File: config.mk
export PLATFORM = sky130hd
export DESIGN_NAME = efd_ctrl
export DESIGN_NICKNAME = d
export VERILOG_FILES = /design/src/logic/efd_pkg.sv /design/src/logic/efd_ctrl.sv
export SDC_FILE = /design/constraint.sdc
export NUM_CORES = 1
export LEC_CHECK = 0
export ABC_AREA = 1
export BUFFER_PORTS_ARGS = -buffer_cell sky130_fd_sc_hd__clkbuf_2
export CORE_ASPECT_RATIO = 0.5
export CORE_MARGIN = 10
export CORE_UTILIZATION = 50
export CTS_CLUSTER_SIZE = 30
export DETAILED_ROUTE_END_ITERATION = 7
export PLACE_DENSITY = 0.72
export SLEW_MARGIN = 0
export SYNTH_ARGS = -nofsm -noshare
export SYNTH_HDL_FRONTEND = slang
export SYNTH_SLANG_ARGS = --single-unit
File: constraint.sdc
create_clock -name i_clk_sys -period 4.5 [get_ports i_clk_sys]
set_input_delay 0.45 -clock i_clk_sys [delete_from_list [all_inputs] [get_ports i_clk_sys]]
set_output_delay 0.45 -clock i_clk_sys [all_outputs]
set_load 0.02 [all_outputs]
File: src/logic/efd_pkg.sv
// package for the ecp fifo, dma and interrupt control block
package efd_pkg;

    // ====================
    // register map (avalon word addresses are byte offset / 4)
    // ====================
    localparam logic [3:0] REG_DATA_FIFO    = 4'h0;
    localparam logic [3:0] REG_ADDRESS_FIFO = 4'h1;
    localparam logic [3:0] REG_CONTROL      = 4'h2;
    localparam logic [3:0] REG_STATUS       = 4'h3;
    localparam logic [3:0] REG_CONFIG_A     = 4'h4;
    localparam logic [3:0] REG_RX_FIFO      = 4'h5;

    // printed port offsets, kept for software reference
    localparam logic [11:0] PORT_DATA_FIFO    = 12'h400;
    localparam logic [11:0] PORT_ADDRESS_FIFO = 12'h000;

    // ====================
    // control register fields
    // ====================
    localparam int CTL_MODE_LSB   = 0;
    localparam int CTL_DIR        = 3;
    localparam int CTL_SVC_DIS    = 4;
    localparam int CTL_DMA_EN     = 5;
    localparam int CTL_ERR_EN_N   = 6;
    localparam int CTL_ACK_EN     = 7;
    localparam int CTL_THR_LSB    = 8;
    localparam logic [11:0] CTL_RESET = 12'h054;

    // ====================
    // modes and command encoding
    // ====================
    localparam logic [2:0] MODE_SPP  = 3'h0;
    localparam logic [2:0] MODE_PFIFO = 3'h2;
    localparam logic [2:0] MODE_ECP  = 3'h3;
    localparam int CMD_TYPE_BIT = 7;

    // ====================
    // fifo and timing
    // ====================
    localparam int FIFO_DEPTH = 16;
    localparam logic [4:0] FIFO_DEPTH_W = 5'h10;
    localparam logic [4:0] THR_CAP = 5'h0f;
    localparam logic [5:0] DMA_BURST_MAX = 6'h20;
    localparam int CLK_PERIOD_NS = 20;
    localparam int ACK_IDLE_NS = 350;
    localparam int ACK_IDLE_CYC = (ACK_IDLE_NS + CLK_PERIOD_NS - 1) / CLK_PERIOD_NS;
    localparam logic [4:0] ACK_IDLE_CNT = 5'(ACK_IDLE_CYC);
    localparam int IRQ_PULSE_NS = 100;
    localparam logic [2:0] IRQ_PULSE_CNT = 3'(IRQ_PULSE_NS / CLK_PERIOD_NS);

    // link byte with its command qualifier
    typedef struct packed {
        logic       is_cmd;
        logic [7:0] data;
    } efd_byte_s;

    typedef enum logic [1:0] {
        EFD_DRQ_IDLE,
        EFD_DRQ_ACTIVE,
        EFD_DRQ_REST,
        EFD_DRQ_TC
    } efd_drq_e;

endpackage : efd_pkg

File: src/logic/efd_ctrl.sv
// ecp fifo, dma request and interrupt control
//
// Function
// - forward byte with host ack high is data, low is a command
// - command bit 7 selects run-length count or channel address
// - reverse byte with peripheral ack low is command; channels unsupported
// - received run-length count n repeats the next data byte n plus one
// - control line drivers open-collector in mode 000, push-pull otherwise
// - service disable bit blocks dma requests and service interrupts
// - clearing service disable with condition holding interrupts at once
// - interrupt is a short low pulse then released for sharing
// - terminal count with dma interrupts and sets service disable
// - pio forward interrupts while free bytes reach write level
// - pio reverse interrupts while stored bytes reach read level
// - fault falling edge or error enable falling with fault interrupts
// - ack rising edge interrupts when ack interrupt enabled
// - threshold field plus one is effective; sixteen acts as fifteen
// - fifo disabled after reset; usable only in fifo or ecp mode
// - dma request limited to 32 transfers, then rest 350 ns after ack
// - reverse dma requests while fifo holds data; drops on empty or tc
// - last byte request drops on ack active or on read strobe
// - request returns with one byte; after tc also needs service enable
// - data fifo at 400h, address fifo at 000h forward only
// - service levels are sixteen minus effective threshold
// - mode 010 is fifo mode, 011 ecp mode, fifo reset in 000
`timescale 1ns/10ps

module efd_ctrl
    import efd_pkg::*;
(
    // clock and reset
    input  wire logic        i_clk_sys,
    input  wire logic        i_reset,
    // avalon-mm slave
    input  wire logic [3:0]  i_avs_address,
    input  wire logic        i_avs_read,
    input  wire logic        i_avs_write,
    input  wire logic [31:0] i_avs_writedata,
    output logic      [31:0] o_avs_readdata,
    output logic             o_avs_waitrequest,
    // isa dma and interrupt
    output logic             o_port_dma_request,
    input  wire logic        i_port_dma_ack_n,
    input  wire logic        i_tc,
    input  wire logic        i_ior_n,
    output logic             o_port_irq_out,
    output logic             o_port_irq_oe,
    // forward link towards peripheral
    output efd_byte_s        o_fwd_byte,
    output logic             o_fwd_valid,
    input  wire logic        i_fwd_ready,
    // reverse link from peripheral
    input  efd_byte_s        i_rev_byte,
    input  wire logic        i_rev_valid,
    output logic             o_rev_ready,
    // peripheral status pins and driver style
    input  wire logic        i_fault_n,
    input  wire logic        i_ack_n,
    output logic             o_ctl_open_collector
);

    // ====================
    // state
    // ====================
    logic [11:0] ctl, next_ctl;
    efd_byte_s   mem [FIFO_DEPTH];
    logic [3:0]  wr_ptr, next_wr_ptr, rd_ptr, next_rd_ptr;
    logic [4:0]  count, next_count;
    logic [7:0]  rle, next_rle;
    logic        rle_pend, next_rle_pend;
    logic [7:0]  rdata, next_rdata;
    logic        ack_q, next_ack_q;
    efd_drq_e    drq_st, next_drq_st;
    logic [5:0]  burst, next_burst;
    logic [4:0]  idle, next_idle;
    logic        ack_n_q, next_ack_n_q, fault_n_q, next_fault_n_q, ior_n_q, next_ior_n_q;
    logic        cond_q, next_cond_q;
    logic [2:0]  pulse, next_pulse;
    logic        fwd_v, next_fwd_v;
    efd_byte_s   fwd_b, next_fwd_b;

    // ====================
    // decode
    // ====================
    logic [2:0] mode;
    logic       dir, svc_dis, dma_en, err_en_n, ack_en;
    logic [4:0] thr_eff, level, free_cnt;
    logic       fifo_on, bus_wr, bus_rd, dack, dma_xfer;
    logic       push, pop, push_host, pop_host, push_rev, pop_fwd;
    efd_byte_s  push_b;
    logic       svc_cond, irq_event;

    assign mode     = ctl[CTL_MODE_LSB +: 3];
    assign dir      = ctl[CTL_DIR];
    assign svc_dis  = ctl[CTL_SVC_DIS];
    assign dma_en   = ctl[CTL_DMA_EN];
    assign err_en_n = ctl[CTL_ERR_EN_N];
    assign ack_en   = ctl[CTL_ACK_EN];
    assign thr_eff  = (ctl[CTL_THR_LSB +: 4] == 4'hf) ? THR_CAP : {1'b0, ctl[CTL_THR_LSB +: 4]} + 5'h01;
    assign level    = FIFO_DEPTH_W - thr_eff;
    assign free_cnt = FIFO_DEPTH_W - count;
    // fifo usable only in fifo or ecp mode
    assign fifo_on  = (mode == MODE_PFIFO) || (mode == MODE_ECP);

    assign o_avs_waitrequest = 1'b0;
    assign bus_wr = i_avs_write;
    assign bus_rd = i_avs_read;
    assign dack   = ~i_port_dma_ack_n;
    assign dma_xfer = dack && !ack_q;

    // data port and address port pushes, address forward only
    // software supplies counts through the address port
    always_comb begin
        push_host = 1'b0;
        push_b    = '{is_cmd: 1'b0, data: i_avs_writedata[7:0]};
        if (fifo_on && !dir && bus_wr && i_avs_address == REG_DATA_FIFO) begin
            push_host = 1'b1;
        end else if (fifo_on && !dir && mode == MODE_ECP && bus_wr
                     && i_avs_address == REG_ADDRESS_FIFO) begin
            push_host = 1'b1;
            push_b.is_cmd = 1'b1;
        end else if (fifo_on && !dir && dma_en && dma_xfer) begin
            push_host = 1'b1;
            push_b.data = 8'h00;
        end
    end

    // reverse commands taken in only as counts; channel addresses dropped
    // each copy is stored while the data byte is held on the link
    assign push_rev    = fifo_on && dir && count != FIFO_DEPTH_W
                         && i_rev_valid && !i_rev_byte.is_cmd;
    assign o_rev_ready = fifo_on && dir && count != FIFO_DEPTH_W
                         && !(push_rev && rle_pend && |rle);
    assign pop_host = fifo_on && dir && count != 5'h00
                      && ((bus_rd && i_avs_address == REG_RX_FIFO) || (dma_en && dma_xfer));
    // forward qualifier rides along with each byte
    assign pop_fwd  = fifo_on && !dir && count != 5'h00 && (!fwd_v || i_fwd_ready);
    assign push = (push_host && count != FIFO_DEPTH_W) || push_rev;
    assign pop  = pop_host || pop_fwd;

    // ====================
    // fifo, rle and register file next state
    // ====================
    always_comb begin
        next_ctl = ctl;
        next_wr_ptr = wr_ptr;
        next_rd_ptr = rd_ptr;
        next_count = count;
        next_rle = rle;
        next_rle_pend = rle_pend;
        next_rdata = rdata;
        next_fwd_v = fwd_v;
        next_fwd_b = fwd_b;
        next_ack_q = dack;
        if (bus_wr && i_avs_address == REG_CONTROL) begin
            next_ctl = i_avs_writedata[11:0];
        end
        if (!svc_dis && dma_en && i_tc && dack) begin
            next_ctl[CTL_SVC_DIS] = 1'b1;
        end
        // bit 7 low marks a run-length count
        if (push_rev && rle_pend && rle != 8'h00) begin
            next_rle = rle - 8'h01;
        end
        if (o_rev_ready && i_rev_valid && i_rev_byte.is_cmd && !i_rev_byte.data[CMD_TYPE_BIT]) begin
            next_rle = {1'b0, i_rev_byte.data[6:0]};
            next_rle_pend = 1'b1;
        end else if (push_rev && rle == 8'h00) begin
            next_rle_pend = 1'b0;
        end
        if (push) begin
            next_wr_ptr = wr_ptr + 4'h1;
        end
        if (pop) begin
            next_rd_ptr = rd_ptr + 4'h1;
        end
        next_count = count + {4'h0, push} - {4'h0, pop};
        if (pop_host) begin
            next_rdata = mem[rd_ptr].data;
        end
        if (pop_fwd) begin
            next_fwd_v = 1'b1;
            next_fwd_b = mem[rd_ptr];
        end else if (i_fwd_ready) begin
            next_fwd_v = 1'b0;
        end
        // fifo held reset outside its modes
        if (!fifo_on) begin
            next_wr_ptr = 4'h0;
            next_rd_ptr = 4'h0;
            next_count = 5'h00;
            next_rle_pend = 1'b0;
            next_fwd_v = 1'b0;
        end
    end

    always_comb begin
        o_avs_readdata = 32'h0;
        case (i_avs_address)
            REG_CONTROL:  o_avs_readdata = {20'h0, ctl};
            REG_STATUS:   o_avs_readdata = {23'h0, o_port_dma_request, count,
                                            count == FIFO_DEPTH_W, count == 5'h00};
            REG_CONFIG_A: o_avs_readdata = {24'h0, 8'h10};
            REG_RX_FIFO:  o_avs_readdata = {24'h0, rdata};
            default:      o_avs_readdata = 32'h0;
        endcase
    end

    // ====================
    // dma request machine
    // ====================
    always_comb begin
        next_drq_st = drq_st;
        next_burst = burst;
        next_idle = idle;
        next_ior_n_q = i_ior_n;
        case (drq_st)
            EFD_DRQ_IDLE: begin
                next_burst = 6'h00;
                if (fifo_on && dma_en && !svc_dis
                    && ((dir && count != 5'h00) || (!dir && count != FIFO_DEPTH_W))) begin
                    next_drq_st = EFD_DRQ_ACTIVE;
                end
            end
            EFD_DRQ_ACTIVE: begin
                if (dma_xfer) begin
                    next_burst = burst + 6'h01;
                end
                // drop on terminal count or empty
                // last byte drops on ack or read strobe edge
                if (svc_dis || !dma_en || (i_tc && dack)) begin
                    next_drq_st = EFD_DRQ_TC;
                end else if ((dir && (count == 5'h00 || (count == 5'h01 && (dma_xfer
                              || (ior_n_q && !i_ior_n)))))
                             || (!dir && count == FIFO_DEPTH_W)) begin
                    next_drq_st = EFD_DRQ_IDLE;
                end else if (dma_xfer && burst == DMA_BURST_MAX - 6'h01) begin
                    next_drq_st = EFD_DRQ_REST;
                    next_idle = 5'h00;
                end
            end
            EFD_DRQ_REST: begin
                if (dack) begin
                    next_idle = 5'h00;
                end else if (idle == ACK_IDLE_CNT - 5'h01) begin
                    next_drq_st = EFD_DRQ_IDLE;
                end else begin
                    next_idle = idle + 5'h01;
                end
            end
            EFD_DRQ_TC: begin
                // after tc wait for service enable
                if (svc_dis == 1'b0 || !dma_en) begin
                    next_drq_st = EFD_DRQ_IDLE;
                end
            end
            default: next_drq_st = EFD_DRQ_IDLE;
        endcase
    end

    assign o_port_dma_request = (drq_st == EFD_DRQ_ACTIVE) && !svc_dis;

    // ====================
    // interrupts
    // ====================
    // write level, read level
    assign svc_cond = fifo_on && !dma_en
                      && ((!dir && free_cnt >= level) || (dir && count >= level));

    always_comb begin
        next_ack_n_q = i_ack_n;
        next_fault_n_q = i_fault_n;
        next_cond_q = svc_cond && !svc_dis;
        irq_event = 1'b0;
        // condition rising, including service enable release
        if (svc_cond && !svc_dis && !cond_q) begin
            irq_event = 1'b1;
        end
        if (!svc_dis && dma_en && i_tc && dack) begin
            irq_event = 1'b1;
        end
        // fault edge or error enable falling
        if (!err_en_n && fault_n_q && !i_fault_n) begin
            irq_event = 1'b1;
        end
        if (bus_wr && i_avs_address == REG_CONTROL && err_en_n
            && !i_avs_writedata[CTL_ERR_EN_N] && !i_fault_n) begin
            irq_event = 1'b1;
        end
        if (ack_en && !ack_n_q && i_ack_n) begin
            irq_event = 1'b1;
        end
        next_pulse = (pulse != 3'h0) ? pulse - 3'h1 : 3'h0;
        if (irq_event) begin
            next_pulse = IRQ_PULSE_CNT;
        end
    end

    // drive low only during the pulse, released otherwise
    assign o_port_irq_out = 1'b0;
    assign o_port_irq_oe  = (pulse != 3'h0);
    assign o_ctl_open_collector = (mode == MODE_SPP);
    assign o_fwd_valid = fwd_v;
    assign o_fwd_byte  = fwd_b;

    // ====================
    // registers
    // ====================
    always_ff @(posedge i_clk_sys or posedge i_reset) begin
        if (i_reset) begin
            ctl <= CTL_RESET;
            wr_ptr <= 4'h0;
            rd_ptr <= 4'h0;
            count <= 5'h00;
            rle <= 8'h00;
            rle_pend <= 1'b0;
            rdata <= 8'h00;
            ack_q <= 1'b0;
            drq_st <= EFD_DRQ_IDLE;
            burst <= 6'h00;
            idle <= 5'h00;
            ack_n_q <= 1'b1;
            fault_n_q <= 1'b1;
            ior_n_q <= 1'b1;
            cond_q <= 1'b0;
            pulse <= 3'h0;
            fwd_v <= 1'b0;
            fwd_b <= '0;
        end else begin
            ctl <= next_ctl;
            wr_ptr <= next_wr_ptr;
            rd_ptr <= next_rd_ptr;
            count <= next_count;
            rle <= next_rle;
            rle_pend <= next_rle_pend;
            rdata <= next_rdata;
            ack_q <= next_ack_q;
            drq_st <= next_drq_st;
            burst <= next_burst;
            idle <= next_idle;
            ack_n_q <= next_ack_n_q;
            fault_n_q <= next_fault_n_q;
            ior_n_q <= next_ior_n_q;
            cond_q <= next_cond_q;
            pulse <= next_pulse;
            fwd_v <= next_fwd_v;
            fwd_b <= next_fwd_b;
        end
    end

    // storage array, written only on push
    always_ff @(posedge i_clk_sys) begin
        if (push) begin
            mem[wr_ptr] <= push_host ? push_b : '{is_cmd: 1'b0, data: i_rev_byte.data};
        end
    end

endmodule : efd_ctrl

# Yosys cells after proc, flatten, opt, wreduce, memory -nomap -nowiden
# Memories as Yosys holds them, arrays and structs flattened.
# Cells that the tools add are included.
dict set report totals {
  reg_bits 73
  ram_bits 144
  in_bits 56
  out_inout_bits 48
  word_cells 216
  n_memories 1
}
dict set report op_classes {
  add_sub_neg 11
  n_lt_le_gt_ge 2
  eq_ne 30
  n_mux 50
  bitwise 2
  reduce_logical 100
}
# name depth word_bits read_ports rd_ports_with_merged_regs wr line_no
set mem_list {}
lappend mem_list {mem 16 9 1 0 1 efd_ctrl.sv:66} ;# efd_byte_s mem [FIFO_DEPTH];
# cell n
set op_table {}
lappend op_table {{logical AND 1 bit} 57}
lappend op_table {{one-hot mux 12 bit (4 select lines)} 1}
lappend op_table {{two-way mux 5 bit} 8}
lappend op_table {{two-way mux 8 bit} 4}
lappend op_table {{two-way mux 1 bit} 18}
lappend op_table {{two-way mux 9 bit} 2}
lappend op_table {{two-way mux 4 bit} 4}
lappend op_table {{!= test 2 bit (second input constant)} 8}
lappend op_table {{logical NOT 1 bit} 14}
lappend op_table {{two-way mux 2 bit} 7}
lappend op_table {{logical OR 1 bit} 13}
lappend op_table {{one-hot mux 6 bit (2 select lines)} 1}
lappend op_table {{== test 5 bit (second input constant)} 2}
lappend op_table {{>= comparator 5 bit} 2}
lappend op_table {{one-hot mux 5 bit (2 select lines)} 1}
lappend op_table {{AND reduction 5 bit} 2}
lappend op_table {{subtractor 5 bit (first input constant)} 2}
lappend op_table {{adder 4 x 1 -> 4 bit (second input constant)} 2}
lappend op_table {{== test 4 x 2 -> 1 bit (second input constant)} 2}
lappend op_table {{== test 4 x 3 -> 1 bit (second input constant)} 2}
lappend op_table {{logical NOT 8 bit} 1}
lappend op_table {{one-hot mux 2 bit (4 select lines)} 1}
lappend op_table {{nonzero test 2 bit} 4}
lappend op_table {{nonzero test 8 bit} 1}
lappend op_table {{31 further kinds} 36}

# Logic depth before layout (Yosys ltp)
dict set report logic_depth {
  depth_word 15
  depth_mapped 19
  depth_no_buf 19
}

# Least setup slack after synthesis
# No wires, ideal clock.
dict set report synth_timing {
  path_type {register to register}
  startpoint {reg count[1]}
  endpoint {reg count[4]}
  setup_ps 121
  arrival_time_ps 3012
  required_time_ps 4379
  slack_ps 1367
  path_stages_with_launch 20
  n_path_buf 0
  period_less_slack_ps 3133
  cell_sequence {dfrtp_1 > inv_1 > ha_1 > nand2_1 > inv_1 > ha_1 > inv_1 > nand3_1 > nor3_1 > inv_1 > nand2_8 > inv_1 > ha_1 > inv_1 > ha_1 > fa_1 > a21oi_1 > o21ba_2 > xor2_1 > nor2_1}
}
dict set report synth_via {
  elab_chain_len 8
  elab_cells_between_ends 15
  classes_between {add/sub: 2; eq/ne: 1; mux: 1; reduce/logical: 11}
}
# element line_no
set synth_rtl {}
lappend synth_rtl {{from (decl)} efd_ctrl.sv:68} ;# logic [4:0] count, next_count;
lappend synth_rtl {{from (signal assigned)} efd_ctrl.sv:333} ;# count <= next_count;
lappend synth_rtl {{!= test 5 bit} {efd_ctrl.sv:130, efd_ctrl.sv:138}}
lappend synth_rtl {{logical AND 1 bit} efd_ctrl.sv:130} ;# assign push_rev = fifo_on && dir && count != FIFO_DEPTH_W
lappend synth_rtl {{logical AND 1 bit (2 in a row)} efd_ctrl.sv:131} ;# && i_rev_valid && !i_rev_byte.is_cmd;
lappend synth_rtl {{logical OR 1 bit} efd_ctrl.sv:138} ;# assign push = (push_host && count != FIFO_DEPTH_W) || push_rev;
lappend synth_rtl {{adder 5 x 1 -> 5 bit} efd_ctrl.sv:177} ;# next_count = count + {4'h0, push} - {4'h0, pop};
lappend synth_rtl {{subtractor 5 x 1 -> 5 bit *} efd_ctrl.sv:177}
lappend synth_rtl {{two-way mux 5 bit *} efd_ctrl.sv:188} ;# if (!fifo_on) begin
lappend synth_rtl {{via next_count[4]} efd_ctrl.sv:68}
# The timed path passes the listed nets; every way through them passes the cells marked *.
# A chain may end at the register's enable or synchronous reset.

# Worst setup path in the final report
# Ends and elaborated chain as after synthesis.

==> results.py <==
metrics = {
    "worst_setup_path": {
        "rr_startpoint": "count[1]$_DFF_PP0_",
        "path_class": "flip-flop to flip-flop",
        "rrSetupSlack_ns": 0.86,
        "cp.arrival_ns": 4.01,
        "crit_chain": "inv_1 -> ha_1 -> nand2_1 -> inv_1 -> ha_1 -> nor3_1 -> buf_4 -> inv_1 -> nand2_1 -> ha_1 -> inv_1 -> ha_1 -> fa_1 -> a21oi_1 -> o21ba_2 -> xor2_1 -> nor2_1",
        "required_ns": 4.87,
        "crit_path_start_kind": "flip-flop",
        "rr_worst_depth": 17,
        "cp-end-kind": "flip-flop",
        "r2r_end": "count[4]$_DFF_PP0_",
        "cp_max_fo": 11,
        "slowest_stage": "fa_1",
        "slowest_delay_ns": 0.42,
    },
    "yosys": {
        "netlist_instances": 1066,
        "synth_seq_cells": 217,
        "synthDistinctLibCells": 43,
        "ys_seq_area_frac": 0.591,
        "yosys_warnings": 0,
        "synthArstFlopShare": 0.336,
        "synth_enable_flop_cells": 144,
        "syn_area_um2": 10400,
        "avgSynthCellArea_um2": 9.77,
        "synth_ff_type": "edfxtp_1",
    },
    "routing": {
        "vias": 7601,
        "dr.first_iter.drc_count": 809,
        "first_pass_iters": 5,
        "ant_nets": 0,
        "vias_per_cell": 5.36,
        "drcViolationCount": 0,
        "routedWlPerCell_um": 17.4,
        "totalWireLength_um": 24700,
    },
    "timing": {
        "period_share": 0.808,
        "relSlewSlack": 0.139,
        "fin_skew_ns": 0.0174,
        "fmax_mhz": 275,
        "worst_slew_pin_slew_ns": 1.28,
        "layout_min_cycle_time_ns": 3.64,
        "rsz0062_at_grt": "false",
        "setup_viol": 0,
        "tns_ns": 0,
        "hold_viol": 0,
        "maxSlewViolCount": 0,
    },
    "power": {
        "leakage_nw": 4.91,
        "power_frac_comb": 0.160,
        "clkPwrFrac": 0.369,
        "power.total_mw": 5.09,
        "p_int_mw": 3.68,
        "switchingPower_mw": 1.41,
        "irDropWorstVdd_v": 0.000288,
        "seq_power_share": 0.471,
        "p_per_area_nw_per_um2": 436,
        "sw_frac_of_total": 0.277,
    },
    "clocking": {
        "cts_max_path_buffers": 3,
        "cts_buffers": 21,
        "post_cts_buffers": 0,
        "ctsRootBufferMaster": "clkbuf_16",
        "clkTransAtPathRegs_ns": 0.06,
        "cts.sinks": 217,
        "cts_hold_buf": 0,
        "cts_resized": 0,
        "cts_tree": "built",
        "htree_levels": 1,
        "insertion_delay_ns": 0.50,
    },
    "placed_design": {
        "dp_cells": 1379,
        "dp.final_hpwl_um": 17200,
        "placed_cell_area_um2": 10900,
        "place_congestion": 0.904,
        "io_buffers": 61,
    },
    "floorplanning": {
        "design.core.area_um2": 20500,
        "die_area_um2": 27400,
        "ioPinCount": 104,
        "die_w_um": 224,
        "fp.dieH_um": 122,
        "rows": 37,
        "start_util": 0.508,
    },
    "worst_hold_path": {
        "hold_class": "primary input to flip-flop",
        "whs_path_depth": 1,
        "min_to": "ack_n_q$_DFF_PP1_",
        "worstHoldStart": "i_ack_n",
    },
    "cells_and_area": {
        "fin_area_um2": 11700,
        "insertedDiodeCount": 0,
        "finalNetCount": 1218,
        "final_util": 0.569,
        "final_cells": 1417,
        "regArea_um2": 6160,
        "syn_to_final_growth_pct": 11.9,
        "drive_gt1_frac": 0.116,
        "multi_input_area_um2": 3510,
        "fillers": 1657,
    },
    "grt": {
        "antenna_found_initial": 0,
        "grt_pass1_vias": 7246,
        "grt_pass1_wl_um": 38600,
        "grt_overflow": 0,
        "grt_usage": 0.177,
        "grt_max_degree": 51,
    },
    "outcome": {
        "status": "complete, no violations",
    },
    "flow_run": {
        "max-cap-violations": 0,
    },
}
==> stage by stage <==
step                setup WS [ns]  hold slack [ns]
floorplan                    1.37            0.444
global placement            0.960            0.468
detailed placement          0.909            0.470
CTS                         0.881           0.0571
global route                0.547           0.0464
finish                      0.865           0.0577
==> Yosys cell counts, types with 2 or more instances <==
master,instances,share of area
nor2_1,100,0.036
o221ai_1,8,0.0067
nand3_1,56,0.027
inv_1,133,0.048
buf_4,23,0.017
buf_2,8,0.0038
xor2_1,9,0.0076
nand2_4,5,0.0054
buf_1,2,0.00072
o211ai_1,27,0.019
clkinv_1,3,0.0011
inv_2,2,0.00072
a21oi_1,33,0.016
nand2_2,2,0.0012
dfrtp_1,67,0.16
and3_1,2,0.0012
o21ai_0,87,0.042
o2111ai_1,14,0.012
dfstp_2,6,0.015
o21a_1,2,0.0014
or2_2,2,0.0012
nand4_1,11,0.0066
clkbuf_1,21,0.0076
ha_1,32,0.038
nor3_1,17,0.0082
nand2_1,234,0.084
edfxtp_1,144,0.42
==> critical path, delay by kind of cell (launching register included) <==
kind | cells | cell delay [ns]
adders and majority gates | 5 | 1.43
buffers and inverters | 5 | 0.74
and+or+nand+nor | 4 | 0.47
DFF | 1 | 0.41
AOI/OAI and AO/OA | 2 | 0.33
xor gates and xnor gates | 1 | 0.14
==> state kept, by name (all words and copies together), names as in the netlist <==
register and count:
ack_n_q 1, ack_q 1, burst 6, cond_q 1
count 5, ctl 12, drq_st 2, fault_n_q 1
idle 5, ior_n_q 1, mem 144, o_fwd_byte 9
o_fwd_valid 1, pulse 3, rd_ptr 4, rdata 8
rle 8, rle_pend 1, wr_ptr 4
==> per-layer routing <==
metal / up-vias / share of wire / GRT usage
met5: - / 0 / 0
met4: 0 / 0.022 / 0.0498
met3: 34 / 0.076 / 0.0408
met2: 266 / 0.46 / 0.287
met1: 3634 / 0.45 / 0.235
li1: 3667 / - / -
==> how the worst max path moves through the flow <==
| stage | from | endpoint | slack (ns) | cells after the start |
|---|---|---|---|---|
| floorplan | count[1]$_DFF_PP0_ | count[4]$_DFF_PP0_ | 1.37 | 19 |
| global placement | count[1]$_DFF_PP0_ | count[4]$_DFF_PP0_ | 0.96 | 17 |
| detailed placement | count[1]$_DFF_PP0_ | count[4]$_DFF_PP0_ | 0.91 | 17 |
| CTS | count[2]$_DFF_PP0_ | count[4]$_DFF_PP0_ | 0.88 | 19 |
| global route | count[1]$_DFF_PP0_ | count[4]$_DFF_PP0_ | 0.55 | 17 |
| finish | count[1]$_DFF_PP0_ | count[4]$_DFF_PP0_ | 0.86 | 17 |
==> kinds of logic (layout without fill, tap and decap cells) <==
| family | Yosys count | in the layout | share of synthesized area |
|---|---|---|---|
| flip-flops | 217 | 217 | 0.591 |
| AND/OR/NAND/NOR | 436 | 436 | 0.179 |
| buffers and inverters | 193 | 250 | 0.0798 |
| AO/OA/AOI/OAI | 176 | 176 | 0.101 |
| other | 1 | 22 | 0.000360 |
| XOR/XNOR | 10 | 10 | 0.00841 |
| adder cells (fa/ha/maj) | 33 | 33 | 0.0404 |
==> layout make-up <==
| cell class | count | area share |
|---|---|---|
| clock inverter | 11 | 0.0140 |
| inverter | 138 | 0.0444 |
| timing repair buffer | 74 | 0.0346 |
| sequential | 217 | 0.528 |
| clock buffer | 27 | 0.0487 |
| tap | 273 | 0.0293 |
| multi-input combinational | 677 | 0.301 |
==> power groups by stage <==
stage          combinational [mW]  clock, mW  sequential [mW]
2_1_floorplan               0.550          0             2.45
3_3_place_gp                0.795          0             2.43
3_5_place_dp                0.812          0             2.43
4_1_cts                     0.817       1.88             2.39
5_1_grt                     0.924       1.97             2.41
6_report                    0.816       1.88             2.39
==> cells in the final DEF, fill, tap and decap left out, types with 13 or more instances in the layout <==
cell type and instances:
a21oi_1 33, nand2_1 234, o21ai_0 81, nand3_1 56, ha_1 32, dfrtp_1 66
conb_1 22, clkbuf_16 21, o2111ai_1 14, nor2_1 100, nor3_1 17, inv_1 132
clkbuf_2 61, o211ai_1 27, edfxtp_1 144, buf_4 13
Note: power is estimated with default switching activity, not from simulation.
